[src/shared/ocs_defs.svh]
// constants of the clock source select and switch block
// assumes inclusion by the logic files and the testbench, before the package import
`ifndef OCS_DEFS_SVH
`define OCS_DEFS_SVH

// ============================================================
// source select encodings
`define OCS_SEL_INT          2'h0
`define OCS_SEL_EXT          2'h1
`define OCS_SEL_RC           2'h2
`define OCS_SEL_XTAL         2'h3

// ============================================================
// trim reset value and width
`define OCS_TRIM_RESET       8'h80
`define OCS_TRIM_WIDTH       8

// ============================================================
// timing
// rising edges of the external clock that prove it is alive
`define OCS_ACTIVITY_EDGES   2'h2
// nominal internal oscillator frequency, trimmed by the analog cell
`define OCS_INT_FREQ_KHZ     4000
// system clock period, 20 MHz
`define OCS_SYS_PERIOD_NS    50

`endif

[src/shared/ocs_pkg.sv]
// types shared by the clock source select and switch block
// assumes nothing of its surroundings beyond a SystemVerilog compiler
package ocs_pkg;

	// ============================================================
	// configuration word carried into the block
	typedef struct packed {
		logic [1:0] srcSel;   // oscillator source select
		logic       pinOutEn; // clock pin output enable for the second pin, in internal and rc modes only
	} ocs_cfg_type;

	// ============================================================
	// one tri-state pin as data plus enable
	typedef struct packed {
		logic out;
		logic oe;
	} ocs_pin_type;

	// ============================================================
	// handover sequencer, one-hot
	typedef enum logic [4:0] {
		ST_INT    = 5'b00001, // running on internal oscillator
		ST_CHECK  = 5'b00010, // counting external rising edges
		ST_ALIGN  = 5'b00100, // waiting for both clocks low
		ST_ENGAGE = 5'b01000, // external drives, status set
		ST_EXT    = 5'b10000  // internal stopped, final
	} ocs_state_type;

endpackage

[src/logic/ocs_edge_check.sv]
// activity checker for the chosen external clock
// assumes the clock input is asynchronous to clk_sys and much slower than it
`timescale 1ns/1ps
`include "ocs_defs.svh"

module ocs_edge_check
	import ocs_pkg::*;
(
	// clock and reset
	input  wire logic clk_sys,
	input  wire logic rst_n,
	// control and clock under test
	input  wire logic arm,
	input  wire logic clkIn,
	// results
	output logic      level,
	output logic      seen
);

	// ============================================================
	// state
	logic       syncFirst;
	logic       syncPrev;
	logic [1:0] edgeCount;
	logic       next_syncFirst;
	logic       next_level;
	logic       next_syncPrev;
	logic [1:0] next_edgeCount;
	logic       next_seen;

	// two-stage synchroniser, then edge detection on the second stage only
	always_comb begin
		next_syncFirst = clkIn;
		next_level     = syncFirst;
		next_syncPrev  = level;
		next_edgeCount = edgeCount;
		next_seen      = seen;
		if (!arm) begin
			next_edgeCount = 2'h0;
			next_seen      = 1'b0;
		end else if (level && !syncPrev && edgeCount != `OCS_ACTIVITY_EDGES) begin
			next_edgeCount = edgeCount + 2'h1;
			next_seen      = (edgeCount + 2'h1) == `OCS_ACTIVITY_EDGES;
		end
	end

	// registers only
	always_ff @(posedge clk_sys) begin
		if (!rst_n) begin
			syncFirst <= 1'b0;
			level     <= 1'b0;
			syncPrev  <= 1'b0;
			edgeCount <= 2'h0;
			seen      <= 1'b0;
		end else begin
			syncFirst <= next_syncFirst;
			level     <= next_level;
			syncPrev  <= next_syncPrev;
			edgeCount <= next_edgeCount;
			seen      <= next_seen;
		end
	end

	// ============================================================
	// checks
	seen_needs_edges_a: assert property (@(posedge clk_sys) disable iff (!rst_n)
		seen |-> edgeCount == `OCS_ACTIVITY_EDGES)
		else $error("activity flag set before two rising edges");

endmodule // ocs_edge_check

[src/logic/ocs_source_switch.sv]
// clock source selection, glitch-free internal to external handover,
// clock pin function mux and quad/double rate clock generation
// assumes all clock sources and pins are sampled as ordinary inputs of clk_sys,
// and that the system integration module drops the run enable in stop mode
`timescale 1ns/1ps
`include "ocs_defs.svh"

module ocs_source_switch
	import ocs_pkg::*;
(
	// clock and reset
	input  wire logic                        clk_sys,
	input  wire logic                        rst_n,
	// configuration and software control
	input  wire ocs_cfg_type                 cfg,
	input  wire logic                        ctrlWrite,
	input  wire logic                        ctrlWriteEnable,
	input  wire logic                        trimWrite,
	input  wire logic [`OCS_TRIM_WIDTH-1:0]  trimWriteData,
	// clock sources, sampled
	input  wire logic                        intSourceClock,
	input  wire logic                        rcSourceClock,
	input  wire logic                        crystalClock,
	input  wire logic                        clockInputPin,
	input  wire logic                        oscillatorRunEnable,
	// port a bit four path and second clock pin
	input  wire ocs_pin_type                 portABit4,
	input  wire logic                        secondPinIn,
	// clocks to the system integration module
	output logic                             quadRateClock,
	output logic                             doubleRateClock,
	// status and control readback
	output logic                             extClockGenEnable,
	output logic                             extClockEngaged,
	// oscillator cell controls
	output logic                             intOscRun,
	output logic                             extOscRun,
	output logic [`OCS_TRIM_WIDTH-1:0]       intFreqTrim,
	output logic                             clockInputIsClock,
	// second clock pin drive and port read path
	output logic                             secondPinOut,
	output logic                             secondPinOe,
	output logic                             portABit4In
);

	// ============================================================
	// decode helpers

	// true for the sources that have an on-chip oscillator cell
	function automatic logic ocs_has_cell(input logic [1:0] sel);
		ocs_has_cell = (sel == `OCS_SEL_RC) || (sel == `OCS_SEL_XTAL);
	endfunction

	// picks the raw external clock named by a select code
	function automatic logic ocs_pick_clock(input logic [1:0] sel,
		input logic pin, input logic rc, input logic xtal);
		case (sel)
			`OCS_SEL_RC:   ocs_pick_clock = rc;
			`OCS_SEL_XTAL: ocs_pick_clock = xtal;
			default:       ocs_pick_clock = pin;
		endcase
	endfunction

	// ============================================================
	// state
	ocs_state_type state;
	ocs_state_type next_state;
	logic [1:0]    extSel;
	logic [1:0]    next_extSel;
	logic          next_quad;
	logic          next_double;
	logic          next_ecg;
	logic          next_engaged;
	logic          next_intRun;
	logic          next_extRun;
	logic [`OCS_TRIM_WIDTH-1:0] next_trim;
	logic          next_clkInIsClock;
	ocs_pin_type   next_pin;
	logic          next_portIn;
	logic          rawExtClock;
	logic          extLevel;
	logic          edgesSeen;
	logic          useExt;

	// ============================================================
	// external activity check

	// latched select keeps the synchroniser input steady during the check
	assign rawExtClock = ocs_pick_clock(extSel, clockInputPin, rcSourceClock, crystalClock);

	ocs_edge_check u_edge (
		.clk_sys (clk_sys),
		.rst_n   (rst_n),
		.arm     (state == ST_CHECK),
		.clkIn   (rawExtClock),
		.level   (extLevel),
		.seen    (edgesSeen)
	);

	// ============================================================
	// handover sequencer and software bits
	always_comb begin
		next_state  = state;
		next_extSel = extSel;
		next_ecg    = extClockGenEnable;
		next_trim   = intFreqTrim;
		if (ctrlWrite) begin
			next_ecg = ctrlWriteEnable;
		end
		if (trimWrite) begin
			next_trim = trimWriteData;
		end
		case (state)
			ST_INT: begin
				// an enable with the internal source selected is simply ignored
				if (extClockGenEnable && cfg.srcSel != `OCS_SEL_INT) begin
					next_state  = ST_CHECK;
					next_extSel = cfg.srcSel;
				end
			end
			ST_CHECK: begin
				if (!extClockGenEnable) begin
					next_state = ST_INT;
				end else if (edgesSeen) begin
					next_state = ST_ALIGN;
				end
			end
			ST_ALIGN: begin
				// both clocks low: no partial high phase can reach the output
				if (!extClockGenEnable) begin
					next_state = ST_INT;
				end else if (!quadRateClock && !extLevel) begin
					next_state = ST_ENGAGE;
				end
			end
			ST_ENGAGE: begin
				next_state = ST_EXT;
			end
			ST_EXT: begin
				// final: no clock monitor, a dead source is not noticed
				next_state = ST_EXT;
			end
			default: begin
				next_state = ST_INT;
			end
		endcase
		next_engaged = (next_state == ST_ENGAGE) || (next_state == ST_EXT);
	end

	// ============================================================
	// clock generation and oscillator enables
	always_comb begin
		useExt = (next_state == ST_ENGAGE) || (next_state == ST_EXT);
		// wait and break have no input here, so clocks keep running in them
		if (!oscillatorRunEnable) begin
			next_quad = 1'b0;
		end else if (useExt) begin
			next_quad = extLevel;
		end else begin
			next_quad = intSourceClock;
		end
		// halve on each quad rising edge; holds when the quad clock stops
		if (next_quad && !quadRateClock) begin
			next_double = ~doubleRateClock;
		end else begin
			next_double = doubleRateClock;
		end
		// internal cell stops one cycle after the engaged flag rises
		next_intRun = oscillatorRunEnable && (state != ST_ENGAGE) && (state != ST_EXT);
		next_extRun = oscillatorRunEnable && ocs_has_cell(cfg.srcSel);
	end

	// ============================================================
	// pin function mux
	always_comb begin
		next_clkInIsClock = cfg.srcSel != `OCS_SEL_INT;
		next_portIn       = secondPinIn;
		case (cfg.srcSel)
			`OCS_SEL_XTAL: begin
				// inverting amplifier output on the second pin
				next_pin.out = ~clockInputPin;
				next_pin.oe  = 1'b1;
			end
			`OCS_SEL_EXT: begin
				next_pin = portABit4;
			end
			default: begin
				if (cfg.pinOutEn) begin
					next_pin.out = next_quad;
					next_pin.oe  = 1'b1;
				end else begin
					next_pin = portABit4;
				end
			end
		endcase
	end

	// ============================================================
	// registers only
	always_ff @(posedge clk_sys) begin
		if (!rst_n) begin
			state             <= ST_INT;
			extSel            <= `OCS_SEL_INT;
			quadRateClock     <= 1'b0;
			doubleRateClock   <= 1'b0;
			extClockGenEnable <= 1'b0;
			extClockEngaged   <= 1'b0;
			intOscRun         <= 1'b1;
			extOscRun         <= 1'b0;
			intFreqTrim       <= `OCS_TRIM_RESET;
			clockInputIsClock <= 1'b0;
			secondPinOut      <= 1'b0;
			secondPinOe       <= 1'b0;
			portABit4In       <= 1'b0;
		end else begin
			state             <= next_state;
			extSel            <= next_extSel;
			quadRateClock     <= next_quad;
			doubleRateClock   <= next_double;
			extClockGenEnable <= next_ecg;
			extClockEngaged   <= next_engaged;
			intOscRun         <= next_intRun;
			extOscRun         <= next_extRun;
			intFreqTrim       <= next_trim;
			clockInputIsClock <= next_clkInIsClock;
			secondPinOut      <= next_pin.out;
			secondPinOe       <= next_pin.oe;
			portABit4In       <= next_portIn;
		end
	end

	// ============================================================
	// checks

	ecg_reset_low_a: assert property (@(posedge clk_sys) disable iff (!rst_n)
		$rose(rst_n) |-> !extClockGenEnable)
		else $error("generator enable not cleared by reset");

	int_before_switch_a: assert property (@(posedge clk_sys) disable iff (!rst_n)
		(state == ST_INT) && oscillatorRunEnable |=> quadRateClock == $past(intSourceClock))
		else $error("quad clock not following internal source before switch");

	engaged_sticky_a: assert property (@(posedge clk_sys) disable iff (!rst_n)
		extClockEngaged |=> extClockEngaged && !intOscRun)
		else $error("internal oscillator reselected after switch");

	int_stop_order_a: assert property (@(posedge clk_sys) disable iff (!rst_n)
		!extClockEngaged && $past(rst_n) |-> intOscRun == $past(oscillatorRunEnable))
		else $error("internal oscillator stopped before engaged status");

	switch_after_edges_a: assert property (@(posedge clk_sys) disable iff (!rst_n)
		(state == ST_CHECK) ##1 (state == ST_ALIGN) |-> $past(edgesSeen))
		else $error("switch began without two external edges");

	no_runt_switch_a: assert property (@(posedge clk_sys) disable iff (!rst_n)
		$rose(extClockEngaged) |-> !$past(quadRateClock) && !quadRateClock)
		else $error("handover not made with quad clock low");

	ext_follows_a: assert property (@(posedge clk_sys) disable iff (!rst_n)
		(state == ST_EXT) && oscillatorRunEnable |=> quadRateClock == $past(extLevel))
		else $error("quad clock not following external clock");

	stop_halts_a: assert property (@(posedge clk_sys) disable iff (!rst_n)
		!oscillatorRunEnable |=> !quadRateClock ##0 $stable(doubleRateClock))
		else $error("clocks still running with oscillator disabled");

	double_half_a: assert property (@(posedge clk_sys) disable iff (!rst_n)
		$rose(quadRateClock) |-> doubleRateClock != $past(doubleRateClock))
		else $error("double rate clock missed a quad rising edge");

	ext_pin_port_a: assert property (@(posedge clk_sys) disable iff (!rst_n)
		cfg.srcSel == `OCS_SEL_EXT |=> secondPinOe == $past(portABit4.oe)
			&& secondPinOut == $past(portABit4.out))
		else $error("second pin not given to port bit in external mode");

	clock_pin_dir_a: assert property (@(posedge clk_sys) disable iff (!rst_n)
		cfg.srcSel == `OCS_SEL_XTAL |=> clockInputIsClock && secondPinOe)
		else $error("crystal mode pins not configured");

	// ============================================================
	// sequencer entry and abort

	int_select_idle_a: assert property (@(posedge clk_sys) disable iff (!rst_n)
		(state == ST_INT) && (cfg.srcSel == `OCS_SEL_INT) |=> state == ST_INT)
		else $error("handover started with internal source selected");

	abort_to_int_a: assert property (@(posedge clk_sys) disable iff (!rst_n)
		((state == ST_CHECK) || (state == ST_ALIGN)) && !extClockGenEnable |=> state == ST_INT)
		else $error("cleared enable did not abort the activity check");

	// ============================================================
	// software bits

	ecg_write_a: assert property (@(posedge clk_sys) disable iff (!rst_n)
		ctrlWrite |=> extClockGenEnable == $past(ctrlWriteEnable))
		else $error("generator enable write not taken");

	trim_write_a: assert property (@(posedge clk_sys) disable iff (!rst_n)
		trimWrite |=> intFreqTrim == $past(trimWriteData))
		else $error("trim write not taken");

	// ============================================================
	// pins and oscillator cells

	clk_input_mode_a: assert property (@(posedge clk_sys) disable iff (!rst_n)
		cfg.srcSel != `OCS_SEL_INT |=> clockInputIsClock)
		else $error("clock input pin not turned to clock for external source");

	xtal_pin_inv_a: assert property (@(posedge clk_sys) disable iff (!rst_n)
		cfg.srcSel == `OCS_SEL_XTAL |=> secondPinOut == !$past(clockInputPin))
		else $error("second pin not inverting the clock input in crystal mode");

	pin_quad_out_a: assert property (@(posedge clk_sys) disable iff (!rst_n)
		!cfg.srcSel[0] && cfg.pinOutEn |=> secondPinOe && (secondPinOut == quadRateClock))
		else $error("second pin not giving quad clock with output enable set");

	port_read_copy_a: assert property (@(posedge clk_sys) disable iff (!rst_n)
		1'b1 |=> portABit4In == $past(secondPinIn))
		else $error("port bit read path not following the pin");

	cell_run_a: assert property (@(posedge clk_sys) disable iff (!rst_n)
		oscillatorRunEnable && cfg.srcSel[1] |=> extOscRun)
		else $error("selected oscillator cell not running");

	stop_cells_off_a: assert property (@(posedge clk_sys) disable iff (!rst_n)
		!oscillatorRunEnable |=> !extOscRun && !intOscRun)
		else $error("oscillator cell still running in stop mode");

endmodule // ocs_source_switch

[config.mk]
export PLATFORM = sky130hd
export DESIGN_NAME = ocs_source_switch
export DESIGN_NICKNAME = d
export VERILOG_FILES = /design/src/shared/ocs_pkg.sv /design/src/logic/ocs_edge_check.sv /design/src/logic/ocs_source_switch.sv
export VERILOG_INCLUDE_DIRS = /design/src /design/src/shared
export SDC_FILE = /design/constraint.sdc
export NUM_CORES = 1
export LEC_CHECK = 0
export ABC_AREA = 0
export BUFFER_PORTS_ARGS = -buffer_cell sky130_fd_sc_hd__buf_2
export CELL_PAD_IN_SITES_DETAIL_PLACEMENT = 2
export CELL_PAD_IN_SITES_GLOBAL_PLACEMENT = 2
export CORE_MARGIN = 2
export CORE_UTILIZATION = 30
export DETAILED_ROUTE_END_ITERATION = 8
export HOLD_SLACK_MARGIN = 0.1
export PLACE_DENSITY_LB_ADDON = 0.1
export SYNTH_ARGS = -nofsm -noshare
export SYNTH_HDL_FRONTEND = slang
export SYNTH_SLANG_ARGS = --single-unit
[constraint.sdc]
create_clock -name clk_sys -period 1.95 [get_ports clk_sys]
set_input_delay 0 -clock clk_sys [delete_from_list [all_inputs] [get_ports clk_sys]]
set_output_delay 0 -clock clk_sys [all_outputs]
set_load 0.02 [all_outputs]
==> results.sh <==
export IMPL_status="completed"
export IMPL_grt_pass1_vias=1404
export IMPL_worstMarginPinSlew_ps=501.3
export IMPL_slew_headroom=0.6650
export IMPL_drt_first_pass_iters=2
export IMPL_synth_cell_types=40
export IMPL_clk_latency_ps=280
export IMPL_required_ps=2110
export IMPL_period_share=0.9624
export IMPL_max_stage_delay_ps=570
export IMPL_drc=0
export IMPL_p_comb_frac=0.147
export IMPL_cts_buffer_depth=2
export IMPL_boundaryPins=42
export IMPL_ys_seq_area_frac=0.4366
export IMPL_num_rows=25
export IMPL_n_antenna_cell=0
export IMPL_globalplace_congestion=0.7679
export IMPL_hold_violations=0
export IMPL_cts_sinks=31
export IMPL_die_area_um2=5304
export IMPL_path_max_fanout=6
export IMPL_grt_pass1_wl_mm=6.906
export IMPL_slew_viol_final=0
export IMPL_cp_cell_sequence="or3b_2 -> o221ai_4 -> a21oi_1 -> dlygate4sd3_1"
export IMPL_p_leak_nw=0.8562
export IMPL_cts_buffers=5
export IMPL_finalNonFillerCells=262
export IMPL_ys_seq_elements=31
export IMPL_fmax_mhz=532.8
export IMPL_wirelength_mm=4.107
export IMPL_rsz0062_at_grt="false"
export IMPL_pwr_share_seq=0.435
export IMPL_ys_async_sr_fraction=0
export IMPL_synth_area_leader_cell="dfxtp_1"
export IMPL_synth_edf_count=0
export IMPL_ant_nets=0
export IMPL_path_class="reg -> reg"
export IMPL_htree_levels=2
export IMPL_p_per_area_nw_per_um2=784.3
export IMPL_synthDominantCellAreaShare=0.4366
export IMPL_viasPerCell=4.721
export IMPL_io_buffers=41
export IMPL_ir_drop_uv=397.4
export IMPL_pwr_share_clk=0.418
export IMPL_cp_end_kind="flop"
export IMPL_netlist_area_um2=1421
export IMPL_vias=1237
export IMPL_p_switching_w=0.0003747
export IMPL_post_cts_buffers=0
export IMPL_die_h_um=72.83
export IMPL_grt_antenna_before_repair=0
export IMPL_synth_common_cells="31 x dfxtp_1, 14 x mux2i_1, 11 x nor2b_1"
export IMPL_tritoncts="built"
export IMPL_intPower_w=0.001193
export IMPL_finalSetupViolCount=0
export IMPL_start_util=0.3070
export IMPL_swShare=0.2390
export IMPL_clock_skew_ps=4.475
export IMPL_drtIter0Drc=24
export IMPL_placed_cells=233
export IMPL_avgSynthCellArea_um2=9.940
export IMPL_drive_gt1_frac=0.3173
export IMPL_dpl_hpwl_mm=2.783
export IMPL_avgRoutedWirePerCell_um=15.68
export IMPL_cts_reportedPaths_clkPinSlew_ps=70
export IMPL_overflow=0
export IMPL_fin_crit_ps=1877
export IMPL_synthCells=143
export IMPL_cts_root_buffer="clkbuf_8"
export IMPL_worst_path_max_delay_cell="dlygate4sd3_1"
export IMPL_core_area_um2=4629
export IMPL_yosys_most_used_dff="dfxtp_1"
export IMPL_grt_max_degree=24
export IMPL_tns_ps=0
export IMPL_drv_cap=0
export IMPL_nets=233
export IMPL_crit_arrival_ps=2040
export IMPL_synthTopCellsByArea="dfxtp_1 44%, mux2i_1 9.9%, nor2b_1 4.8%"
export IMPL_syn_nets=169
export IMPL_grtUsageTotal=0.1710
export IMPL_hold_class="in -> reg"
export IMPL_synth_most_common_cell="dfxtp_1"
export IMPL_synth_warnings=0
export IMPL_worstSetupStartpointType="flop"
export IMPL_die_w_um=72.83
export IMPL_nFillCells=502
export IMPL_syn_to_final_growth_pct=40.67
[final timing paths]
| kind | start | depth (start not counted) | end | slack [ps] |
|---|---|---|---|---|
| hold / removal | cfg[0] | 3 | secondPinOut | 110 |
| setup reg to reg | state[2] | 4 | quadRateClock | 70 |
| hold reg to reg | u_edge.next_level | 1 | u_edge.level | 440 |
| setup / recovery | state[2] | 4 | quadRateClock | 70 |
[flip-flops by register name (all words and copies together) (netlist names)]
name	flops
intFreqTrim	8
state	5
extSel	2
u_edge.edgeCount	2
clockInputIsClock	1
doubleRateClock	1
extClockEngaged	1
extClockGenEnable	1
extOscRun	1
intOscRun	1
portABit4In	1
quadRateClock	1
secondPinOe	1
secondPinOut	1
u_edge.level	1
u_edge.next_level	1
u_edge.seen	1
u_edge.syncPrev	1
[layout make-up]
type | instances | area (um^2) | area share
clock inverter | 2 | 35.03 | 0.01752
tap | 54 | 67.56 | 0.03379
inverter | 5 | 18.77 | 0.009387
multi-input combinational | 98 | 728.2 | 0.3642
timing repair buffer | 66 | 445.4 | 0.2228
clock buffer | 6 | 82.58 | 0.04130
sequential | 31 | 621.8 | 0.3110
[placed cells by master, fill, tap and decap left out, types with 2 or more instances in the layout]
cell type and n:
a21oi_1 4, a22oi_1 2, a41oi_1 2, and2_1 3
buf_2 41, buf_4 4, clkbuf_8 6, dfxtp_1 30
dlygate4sd3_1 21, ha_1 2, inv_1 5, mux2i_1 14
nand2_1 9, nand2b_1 4, nor2_1 10, nor2b_1 11
nor3_1 2, nor3b_1 2, nor4b_1 2, o21a_1 3
o21ai_0 3, or2_2 3, xnor2_1 3, xor2_1 2
[power groups by stage]
stage	registers, W	logic [W]	clock network, W
final	0.000683	0.000230	0.000656
after detailed placement	0.000696	0.000195	0
after CTS	0.000683	0.000229	0.000673
after floorplan	0.000717	0.000100	0
after global routing	0.000686	0.000254	0.000706
after global placement	0.000694	0.000187	0
[per-layer routing]
metal  vias up  wire length [um]  global-route usage
met2        24              2228              0.3141
met1       594              1711              0.1939
met5         -                 0                   0
met4         0                44             0.05556
li1        615                 -                   -
met3         4               123             0.03867
[worst max-delay path: cells and delay by family (launching register included)]
| kind | cells | cell delay [ps] |
|---|---|---|
| compound gates | 2 | 300 |
| buf+inv | 1 | 570 |
| simple gates | 1 | 500 |
| flops | 1 | 390 |
[cell families after synthesis]
logic type | share of synthesized area
AOI/OAI and AO/OA | 0.1356
xor gates and xnor gates | 0.03082
adders and majority gates | 0.01760
buffers and inverters | 0.05457
DFF | 0.4366
muxes | 0.1065
and+or+nand+nor | 0.2183
[per-stage QoR]
stage           power, W  utilization  instance area [um^2]  setup slack (ps)  hold WS (ps)
4_1_cts         0.001585       0.4305                  1993             33.02         107.1
6_report        0.001568       0.4319                  1999             73.28         109.4
3_5_place_dp   0.0008913       0.3597                  1665             280.1         218.6
5_1_grt         0.001647       0.4319                  1999             15.99         138.2
3_3_place_gp   0.0008816       0.3597                  1665             332.8         208.2
2_1_floorplan  0.0008175            -                  1421             318.7         110.2
[repair_timing]
action / in CTS / in global routing
gates resized for setup: 0 / 2
hold buffers: 21 / 0
hold endpoints to repair: 22 / 0
endpoints found under the setup margin: 0 / 1
No activity file was read; power rests on OpenSTA's default activity.
